<file path="src/include/pesd_params.svh">
`ifndef PESD_PARAMS_SVH
`define PESD_PARAMS_SVH

// ---------------------------------------------
// event codes and unit masks
// ---------------------------------------------
`define PESD_EC_LOAD      8'hcb
`define PESD_EC_TRANS     8'hcc
`define PESD_EC_ASSIST    8'hcd
`define PESD_EC_VRET      8'hce
`define PESD_EC_VSAT      8'hcf
`define PESD_EC_STALL     8'hd2
`define PESD_UM_XMISS     8'h10
`define PESD_UM_NONE      8'h00
`define PESD_UM_TO_PINT   8'h01
`define PESD_UM_TO_FP     8'h02
`define PESD_UM_PORT      8'h01
`define PESD_UM_PARTIAL   8'h02
`define PESD_UM_FLAGS     8'h04
`define PESD_UM_STAT      8'h08
`define PESD_UM_ANY       8'h0f

// ---------------------------------------------
// weights and widths
// ---------------------------------------------
`define PESD_STAT_WEIGHT  2'h2
`define PESD_ONE          2'h1
`define PESD_FLAG_W       6
`define PESD_ADDR_W       32

`endif

</file>
<file path="src/include/pesd_pkg.sv">
`include "pesd_params.svh"
package pesd_pkg;

  // ---------------------------------------------
  // pipeline indications, one group per stage
  // ---------------------------------------------
  typedef struct packed {
    logic        valid;
    logic        is_load;
    logic        xlate_miss;
    logic        fault;
    logic        cacheable;
    logic        sw_prefetch;
    logic        is_vector;
    logic        is_saturating;
  } pesd_retire_t;

  typedef struct packed {
    logic        valid;
    logic        is_fp;
    logic        is_packed_int;
    logic        empty_state;
    logic        state_changed;
  } pesd_exec_t;

  typedef struct packed {
    logic                      port_stall;
    logic                      partial_reg;
    logic                      flag_other;
    logic                      stat_write;
    logic                      flag_valid;
    logic [`PESD_FLAG_W-1:0]   flag_wr;
    logic [`PESD_FLAG_W-1:0]   flag_rd;
  } pesd_rename_t;

  typedef enum logic [1:0] {
    PESD_CLS_NONE,
    PESD_CLS_FP,
    PESD_CLS_PINT
  } pesd_class_t;

endpackage

</file>
<file path="src/verilog/pesd_flag_watch.sv">
`timescale 1ns/10ps
`default_nettype none
`include "pesd_params.svh"
module pesd_flag_watch
  import pesd_pkg::*;
#(
  parameter int FLAG_W = `PESD_FLAG_W
)(
  // clock and reset
  input  wire logic              clk,
  input  wire logic              rst_n,
  // one flag-touching instruction per valid cycle
  input  wire logic              fl_valid,
  input  wire logic [FLAG_W-1:0] fl_wr,
  input  wire logic [FLAG_W-1:0] fl_rd,
  // partial flag hazard on the reader
  output logic                   partial
);

  // ---------------------------------------------
  // write mask of the previous flag-touching instruction, zero if it wrote none
  // ---------------------------------------------
  logic [FLAG_W-1:0] wr_q;
  logic [FLAG_W-1:0] wr_d;
  logic              part_wr;

  always_comb begin
    wr_d    = wr_q;
    part_wr = (wr_q != '0) && (wr_q != '1);
    partial = 1'b0;
    if (fl_valid) begin
      // reader needs flags the partial writer left alone
      partial = part_wr && ((fl_rd & ~wr_q) != '0);
      wr_d    = fl_wr;
    end
  end

  always_ff @(posedge clk or negedge rst_n) begin
    if (!rst_n) begin
      wr_q <= '0;
    end else begin
      wr_q <= wr_d;
    end
  end

endmodule
`default_nettype wire

</file>
<file path="src/verilog/pesd_mode_track.sv">
`timescale 1ns/10ps
`default_nettype none
module pesd_mode_track
  import pesd_pkg::*;
(
  // clock and reset
  input  wire logic  clk,
  input  wire logic  rst_n,
  // execution stream
  input  wire logic  ex_valid,
  input  wire logic  ex_fp,
  input  wire logic  ex_pint,
  // transitions, same cycle as the instruction
  output logic       to_pint,
  output logic       to_fp
);

  // ---------------------------------------------
  // last instruction class
  // ---------------------------------------------
  pesd_class_t last_q;
  pesd_class_t last_d;

  // one class per instruction; float wins if both flags stand
  always_comb begin
    last_d  = last_q;
    to_pint = 1'b0;
    to_fp   = 1'b0;
    if (ex_valid && ex_fp) begin
      to_fp  = (last_q == PESD_CLS_PINT);
      last_d = PESD_CLS_FP;
    end else if (ex_valid && ex_pint) begin
      to_pint = (last_q == PESD_CLS_FP);
      last_d  = PESD_CLS_PINT;
    end
  end

  always_ff @(posedge clk or negedge rst_n) begin
    if (!rst_n) begin
      last_q <= PESD_CLS_NONE;
    end else begin
      last_q <= last_d;
    end
  end

endmodule
`default_nettype wire

</file>
<file path="src/verilog/pesd_top.sv">
`timescale 1ns/10ps
`default_nettype none
`include "pesd_params.svh"
module pesd_top
  import pesd_pkg::*;
#(
  parameter int ADDR_W = `PESD_ADDR_W
)(
  // clock and reset
  input  wire logic              clk,
  input  wire logic              reset_n,
  // event selection
  input  wire logic [7:0]        evt_code,
  input  wire logic [7:0]        unit_mask,
  // pipeline indications
  input  wire pesd_retire_t      retire,
  input  wire logic [ADDR_W-1:0] retire_addr,
  input  wire pesd_exec_t        exec,
  input  wire pesd_rename_t      rename,
  // increment and precise sample
  output logic                   sel_valid,
  output logic [1:0]             evt_inc,
  output logic                   sample_valid,
  output logic [ADDR_W-1:0]      sample_addr
);

  // ---------------------------------------------
  // reset release
  // ---------------------------------------------
  logic rst_meta_q;
  logic rst_n_q;

  always_ff @(posedge clk or negedge reset_n) begin
    if (!reset_n) begin
      rst_meta_q <= 1'b0;
      rst_n_q    <= 1'b0;
    end else begin
      rst_meta_q <= 1'b1;
      rst_n_q    <= rst_meta_q;
    end
  end

  // ---------------------------------------------
  // selection decode
  // ---------------------------------------------
  function automatic logic sel_is(input logic [7:0] ec,
                                  input logic [7:0] um,
                                  input logic [7:0] want_ec,
                                  input logic [7:0] want_um);
    sel_is = (ec == want_ec) && (um == want_um);
  endfunction

  logic s_xmiss;
  logic s_to_pint;
  logic s_to_fp;
  logic s_assist;
  logic s_vret;
  logic s_vsat;
  logic s_port;
  logic s_part;
  logic s_flag;
  logic s_stat;
  logic s_any;
  logic s_listed;

  // exact pairs only; unlisted pairs never count
  always_comb begin
    s_xmiss   = sel_is(evt_code, unit_mask, `PESD_EC_LOAD, `PESD_UM_XMISS);
    s_to_pint = sel_is(evt_code, unit_mask, `PESD_EC_TRANS, `PESD_UM_TO_PINT);
    s_to_fp   = sel_is(evt_code, unit_mask, `PESD_EC_TRANS, `PESD_UM_TO_FP);
    s_assist  = sel_is(evt_code, unit_mask, `PESD_EC_ASSIST, `PESD_UM_NONE);
    s_vret    = sel_is(evt_code, unit_mask, `PESD_EC_VRET, `PESD_UM_NONE);
    s_vsat    = sel_is(evt_code, unit_mask, `PESD_EC_VSAT, `PESD_UM_NONE);
    s_port    = sel_is(evt_code, unit_mask, `PESD_EC_STALL, `PESD_UM_PORT);
    s_part    = sel_is(evt_code, unit_mask, `PESD_EC_STALL, `PESD_UM_PARTIAL);
    s_flag    = sel_is(evt_code, unit_mask, `PESD_EC_STALL, `PESD_UM_FLAGS);
    s_stat    = sel_is(evt_code, unit_mask, `PESD_EC_STALL, `PESD_UM_STAT);
    s_any     = sel_is(evt_code, unit_mask, `PESD_EC_STALL, `PESD_UM_ANY);
    s_listed  = s_xmiss | s_to_pint | s_to_fp | s_assist | s_vret | s_vsat |
                s_port | s_part | s_flag | s_stat | s_any;
  end

  // ---------------------------------------------
  // raw conditions
  // ---------------------------------------------
  logic to_pint;
  logic to_fp;
  logic part_flag;
  logic c_xmiss;
  logic c_assist;
  logic c_vret;
  logic c_vsat;
  logic c_flag;
  logic c_any;

  pesd_mode_track u_mode (
    .clk      (clk),
    .rst_n    (rst_n_q),
    .ex_valid (exec.valid),
    .ex_fp    (exec.is_fp),
    .ex_pint  (exec.is_packed_int),
    .to_pint  (to_pint),
    .to_fp    (to_fp)
  );

  pesd_flag_watch #(
    .FLAG_W (`PESD_FLAG_W)
  ) u_flag (
    .clk      (clk),
    .rst_n    (rst_n_q),
    .fl_valid (rename.flag_valid),
    .fl_wr    (rename.flag_wr),
    .fl_rd    (rename.flag_rd),
    .partial  (part_flag)
  );

  always_comb begin
    c_xmiss  = retire.valid && retire.is_load && retire.xlate_miss &&
               !retire.fault &&
               retire.cacheable && !retire.sw_prefetch;
    c_assist = exec.valid && exec.empty_state && exec.state_changed;
    c_vret   = retire.valid && retire.is_vector;
    c_vsat   = c_vret && retire.is_saturating;
    c_flag   = rename.flag_other || part_flag;
    // a status word write is a stall cycle for the combined case too
    c_any    = rename.port_stall || rename.partial_reg || c_flag ||
               rename.stat_write;
  end

  // ---------------------------------------------
  // increment amount
  // ---------------------------------------------
  logic [1:0] inc_d;
  logic [1:0] inc_q;
  logic       sel_d;
  logic       sel_q;

  always_comb begin
    inc_d = 2'h0;
    sel_d = s_listed;
    if (s_xmiss && c_xmiss) begin
      inc_d = `PESD_ONE;
    end
    if (s_to_pint && to_pint) begin
      inc_d = `PESD_ONE;
    end
    if (s_to_fp && to_fp) begin
      inc_d = `PESD_ONE;
    end
    if (s_assist && c_assist) begin
      inc_d = `PESD_ONE;
    end
    if (s_vret && c_vret) begin
      inc_d = `PESD_ONE;
    end
    if (s_vsat && c_vsat) begin
      inc_d = `PESD_ONE;
    end
    // a level per cycle, so a retried entry counts again
    if (s_port && rename.port_stall) begin
      inc_d = `PESD_ONE;
    end
    if (s_part && rename.partial_reg) begin
      inc_d = `PESD_ONE;
    end
    if (s_flag && c_flag) begin
      inc_d = `PESD_ONE;
    end
    if (s_stat && rename.stat_write) begin
      inc_d = `PESD_STAT_WEIGHT;
    end
    if (s_any && c_any) begin
      inc_d = `PESD_ONE;
    end
  end

  always_ff @(posedge clk or negedge rst_n_q) begin
    if (!rst_n_q) begin
      inc_q <= 2'h0;
      sel_q <= 1'b0;
    end else begin
      inc_q <= inc_d;
      sel_q <= sel_d;
    end
  end

  assign evt_inc   = inc_q;
  assign sel_valid = sel_q;

  // ---------------------------------------------
  // precise sample of the next retired address
  // ---------------------------------------------
  logic              pend_q;
  logic              pend_d;
  logic              smp_v_q;
  logic              smp_v_d;
  logic [ADDR_W-1:0] smp_a_q;
  logic [ADDR_W-1:0] smp_a_d;
  logic              hit;

  // the causing load retires in the hit cycle; only a later
  // retirement is the instruction after it
  always_comb begin
    hit     = s_xmiss && c_xmiss;
    pend_d  = pend_q;
    smp_v_d = 1'b0;
    smp_a_d = smp_a_q;
    if (pend_q && retire.valid) begin
      smp_v_d = 1'b1;
      smp_a_d = retire_addr;
      pend_d  = 1'b0;
    end
    if (hit) begin
      pend_d = 1'b1;
    end
    if (!s_xmiss) begin
      pend_d = 1'b0;
    end
  end

  always_ff @(posedge clk or negedge rst_n_q) begin
    if (!rst_n_q) begin
      pend_q  <= 1'b0;
      smp_v_q <= 1'b0;
      smp_a_q <= '0;
    end else begin
      pend_q  <= pend_d;
      smp_v_q <= smp_v_d;
      smp_a_q <= smp_a_d;
    end
  end

  assign sample_valid = smp_v_q;
  assign sample_addr  = smp_a_q;

  // ---------------------------------------------
  // checks
  // ---------------------------------------------
  a_xmiss_count: assert property (@(posedge clk) disable iff (!rst_n_q)
    s_xmiss && retire.valid && retire.is_load && retire.xlate_miss &&
    retire.cacheable && !retire.sw_prefetch && !retire.fault
    |=> evt_inc == 2'h1)
    else $error("retired load miss not counted");

  a_fault_blocks: assert property (@(posedge clk) disable iff (!rst_n_q)
    s_xmiss && retire.fault |=> evt_inc == 2'h0)
    else $error("faulting load counted");

  a_prefetch_blocks: assert property (@(posedge clk) disable iff (!rst_n_q)
    s_xmiss && (retire.sw_prefetch || !retire.cacheable)
    |=> evt_inc == 2'h0)
    else $error("prefetch or uncached load counted");

  a_sample_next: assert property (@(posedge clk) disable iff (!rst_n_q)
    s_xmiss && c_xmiss ##1 (s_xmiss && retire.valid)
    |=> sample_valid && sample_addr == $past(retire_addr))
    else $error("precise sample address wrong");

  a_sample_cause: assert property (@(posedge clk) disable iff (!rst_n_q)
    $rose(sample_valid) |-> $past(pend_q))
    else $error("sample without a pending event");

  a_to_pint: assert property (@(posedge clk) disable iff (!rst_n_q)
    s_to_pint && exec.valid && exec.is_fp ##1
    s_to_pint && exec.valid && exec.is_packed_int && !exec.is_fp
    |=> evt_inc == 2'h1)
    else $error("float to packed transition missed");

  // both class flags set means float, so the first one must be pure packed
  a_pint_repeat: assert property (@(posedge clk) disable iff (!rst_n_q)
    s_to_pint && exec.valid && exec.is_packed_int && !exec.is_fp ##1
    s_to_pint && exec.valid && exec.is_packed_int
    |=> evt_inc == 2'h0)
    else $error("repeated packed instruction counted");

  a_to_fp: assert property (@(posedge clk) disable iff (!rst_n_q)
    s_to_fp && exec.valid && exec.is_packed_int && !exec.is_fp ##1
    s_to_fp && exec.valid && exec.is_fp
    |=> evt_inc == 2'h1)
    else $error("packed to float transition missed");

  a_assist_count: assert property (@(posedge clk) disable iff (!rst_n_q)
    s_assist |=> evt_inc == {1'b0, $past(exec.valid && exec.empty_state && exec.state_changed)})
    else $error("vector assist count wrong");

  a_vec_retired: assert property (@(posedge clk) disable iff (!rst_n_q)
    s_vret |=> evt_inc == {1'b0, $past(retire.valid && retire.is_vector)})
    else $error("vector retire count wrong");

  a_vec_sat: assert property (@(posedge clk) disable iff (!rst_n_q)
    s_vsat && retire.valid && retire.is_vector && !retire.is_saturating
    |=> evt_inc == 2'h0)
    else $error("plain vector counted as saturating");

  // evt_inc lags one cycle: the two stall cycles show at the last one and the next
  a_port_retry: assert property (@(posedge clk) disable iff (!rst_n_q)
    (s_port && rename.port_stall) [*2] |-> evt_inc == 2'h1 ##1 evt_inc == 2'h1)
    else $error("retried stall cycle not counted");

  a_port_level: assert property (@(posedge clk) disable iff (!rst_n_q)
    s_port |=> evt_inc == {1'b0, $past(rename.port_stall)})
    else $error("read port stall count wrong");

  a_partial_reg: assert property (@(posedge clk) disable iff (!rst_n_q)
    s_part |=> evt_inc == {1'b0, $past(rename.partial_reg)})
    else $error("partial register count wrong");

  a_flag_partial: assert property (@(posedge clk) disable iff (!rst_n_q)
    s_flag && part_flag |=> evt_inc == 2'h1)
    else $error("partial flag stall not counted");

  a_flag_detect: assert property (@(posedge clk) disable iff (!rst_n_q)
    rename.flag_valid && rename.flag_wr == 6'h03 ##1
    rename.flag_valid && rename.flag_rd == 6'h04 |-> part_flag)
    else $error("partial flag hazard missed");

  a_stat_double: assert property (@(posedge clk) disable iff (!rst_n_q)
    s_stat && rename.stat_write |=> evt_inc == 2'h2)
    else $error("status word write not doubled");

  a_any_union: assert property (@(posedge clk) disable iff (!rst_n_q)
    s_any |=> evt_inc == {1'b0, $past(rename.port_stall || rename.partial_reg ||
      rename.flag_other || part_flag || rename.stat_write)})
    else $error("combined stall count wrong");

  a_unlisted_quiet: assert property (@(posedge clk) disable iff (!rst_n_q)
    !s_listed |=> evt_inc == 2'h0 && !sel_valid)
    else $error("unlisted selection counted");

endmodule
`default_nettype wire
</file>
<file path="config.mk">
export PLATFORM = sky130hd
export DESIGN_NAME = pesd_top
export DESIGN_NICKNAME = d
export VERILOG_FILES = /design/src/include/pesd_pkg.sv /design/src/verilog/pesd_flag_watch.sv /design/src/verilog/pesd_mode_track.sv /design/src/verilog/pesd_top.sv
export VERILOG_INCLUDE_DIRS = /design/src /design/src/include
export SDC_FILE = /design/constraint.sdc
export NUM_CORES = 1
export LEC_CHECK = 0
export ABC_AREA = 1
export BUFFER_PORTS_ARGS = -buffer_cell sky130_fd_sc_hd__buf_2
export CAP_MARGIN = 10
export CORE_MARGIN = 4
export CORE_UTILIZATION = 30
export DETAILED_ROUTE_END_ITERATION = 10
export GPL_TIMING_DRIVEN = 0
export HOLD_SLACK_MARGIN = 0.15
export SETUP_SLACK_MARGIN = 0.02
export SLEW_MARGIN = 20
export SYNTH_ARGS = -nofsm -noshare
export SYNTH_HDL_FRONTEND = slang
export SYNTH_HIERARCHICAL = 1
export SYNTH_SLANG_ARGS = --single-unit
</file>
<file path="constraint.sdc">
create_clock -name clk -period 2.5 [get_ports clk]
set_input_delay 0.375 -clock clk [delete_from_list [all_inputs] [get_ports clk]]
set_output_delay 0.375 -clock clk [all_outputs]
set_load 0.01 [all_outputs]
</file>
==> key figures <==
Run status
  • Status: completed

Pwr
  • Combinational Power Share: 0.095
  • Leakage: 1.94 nW
  • Sw Share: 0.211
  • Clock group share of total power: 0.408
  • NetSw: 0.332 mW
  • IR drop worst, VDD: 274 µV
  • Internal: 1.25 mW
  • Part of the power in registers: 0.498
  • Pwr Density: 499 nW/µm²

STA
  • Setup TNS: 0 ns
  • Final Max Tran Viols: 0
  • Final Critical Period: 1.37 ns
  • Max Freq: 731 MHz
  • Setup violators final: 0
  • Hold_ws: 0.176 ns
  • RSZ-0062 raised after global routing: false
  • Setup WS post-layout: 1.13 ns
  • Crit share post-route: 0.547
  • Setup Skew: 0.00304 ns
  • Hold Vio Cnt, Final: 0

Route
  • Drc violations: 0
  • Iteration-0 DRC Markers: 67
  • Post-DRT Antenna Nets: 0
  • Vias: 2208
  • Routed length per instance: 10.6 µm
  • Pre-antenna DRT Iters: 4
  • Detailed Route WL: 5.65 mm
  • Post-DR vias/cell: 4.15

Global route
  • Vias in the first global route: 2025
  • Total congestion overflow: 0
  • Gr usage total: 0.123
  • Initial antenna violation count: 0
  • Global-route wire length before repair: 8.98 mm
  • Largest net degree at the start of global routing: 33

Cells and area
  • Most frequent cells in the layout: nand2_1, buf_2, dfrtp_1
  • Commonest non-fill, non-tap cell in the layout: nand2_1
  • Post-route design area: 3160 µm²
  • Fillers: 772
  • Share of layout cells above drive strength 1: 0.342
  • Nets: 512
  • Diode count: 0
  • Synth-to-layout area growth: 37.5%

Die
  • Chip height: 95.6 µm
  • Row cnt: 31
  • IO Pins: 116
  • Die Wd: 95.6 µm
  • CORE AREA: 7370 µm²
  • Starting Density: 0.312
  • Die area: 9130 µm²

Clock tree
  • Num CTS Buffers: 5
  • Latest clock arrival within the worst-skew pair: 0.29 ns
  • Longest Clk Path Bufs: 2
  • CTS tree: done
  • Sink Count: 47
  • Root Buffer: clkbuf_8
  • Post-CTS Setup Bufs: 0
  • H-Tree Level Count: 2
  • Clock-pin slew on the worst setup and hold paths: 0.08 ns
  • Post_cts resized: 0

Setup path
  • Reg2reg start: u_flag/wr_q[3]
  • CP endpoint kind: flop
  • CP max stage delay: 0.39 ns
  • CP Max Fanout: 2
  • Internal reg-to-reg setup slack: 1.13 ns
  • CP Data Arrival Time: 1.54 ns
  • Type of the worst setup path: reg2reg
  • CP Launch Type: flop
  • Reg2Reg Depth: 10
  • Worst setup path end: evt_inc[0]
  • Reg2Reg Capture Point: evt_inc[0]
  • Crit path required time: 2.67 ns
  • CP startpoint: u_flag/wr_q[3]
  • CP Cell Sequence: nor2_1 > nand3_1 > nand2_2 > nor2_1 > nor2_1 > nand3_1 > nand3_1 > nand2_1 > nor2_1 > nand3_1
  • Max stage delay cell, worst path: dfrtp_1

Synth
  • Synthesized area: 2300 µm²
  • Synth unique cells: 21
  • Largest area contributor in the netlist: dfrtp_1
  • Post-Syn Instances: 308
  • Syn_area_per_cell: 7.47 µm²
  • Synthesized Nets: 388
  • YS warnings: 6
  • Area contributors post-synth: dfrtp_1, nand2_1, nor2_1, inv_1, nand3_1
  • Yosys top cell area share: 0.511
  • Synthesis-stage register bit count: 47
  • Register area share after synthesis: 0.511

Place
  • Setup WS pre-CTS: 1.04 ns
  • DP HPWL: 4.54 mm
  • DP Area: 3020 µm²
  • Final GP Congestion: 0.822
  • Buffers on Ports: 115

Min path
  • Worst Hold Class: reg2async

Job
  • Max_cap viols: 0
==> cell usage after synthesis (all sizes together) <==
master,count
and3,2
buf,5
clkbuf,2
conb,1
dfrtp,47
inv,28
nand2,152
nand3,19
nand4,2
nor2,41
nor3,1
o21ai,7
o31ai,1
==> routing by layer <==
metal	share of wire	wire (µm)	vias to the layer above	global-route usage
met3	0.091	512	2	0.0308
met2	0.44	2490	79	0.196
li1	-	-	1176	-
met4	0.0044	25	0	0.0284
met5	0	0	-	0
met1	0.46	2610	951	0.167
==> layout make-up <==
type	instances	area (µm²)	area share
Clock inverter	2	60.1	0.0190
Inverter	28	105	0.0332
Timing Repair Buffer	117	606	0.191
Multi-Input combinational cell	226	973	0.308
Buffer	7	46.3	0.0146
Tap cell	99	124	0.0391
Sequential cell	47	1180	0.372
Clock buffer	6	72.6	0.0229
==> repair_timing <==
action,4_1_cts,5_1_grt
hold buffers,1,0
setup endpoints to repair,0,0
hold endpoints to repair,2,0
==> power groups by stage <==
stage	Sequential, mW	Clock, mW	Combinational [mW]
after detailed placement	0.801	0	0.149
after floorplan	0.805	0	0.0562
after CTS	0.786	0.668	0.151
after global placement	0.811	0	0.135
after global routing	0.789	0.699	0.172
final	0.786	0.643	0.149
==> metrics by stage <==
stage	util	total power, mW	cells
finish	0.429	1.58	532
global placement	0.407	0.946	522
CTS	0.429	1.61	532
floorplan	-	0.861	308
global route	0.429	1.66	532
detailed placement	0.410	0.951	523
==> critical path, delay by kind of cell (launching register included) <==
family | cells | cell delay, ns
simple gates | 10 | 0.87
flops | 1 | 0.39
==> sequential cells by signal (all words and copies together) (netlist names) <==
name,flops
sample_addr,32
sel_valid,1
pend_q,1
u_mode/last_q,2
rst_meta_q,1
rst_n_q,1
sample_valid,1
u_flag/wr_q,6
evt_inc,2
==> worst min path at each step <==
| stage | startpoint | slack, ns | to |
|---|---|---|---|
| after global routing | rst_n_q | 0.21 | sample_addr[19] |
| after CTS | rst_n_q | 0.18 | sample_addr[19] |
| after global placement | reset_n | 0.16 | rst_n_q |
| after detailed placement | reset_n | 0.16 | rst_meta_q |
| after floorplan | reset_n | 0.08 | rst_meta_q |
| final | rst_n_q | 0.18 | sample_addr[10] |
==> cells by family (layout without fill, tap and decap cells) <==
group,count (synthesis),count (layout),synth area share
other,1,1,0.00163
buffers and inverters,35,160,0.0658
and+or+nand+nor,217,217,0.401
AOI/OAI and AO/OA,8,8,0.0207
DFF,47,47,0.511
Note: power is estimated with default switching activity, not from simulation.
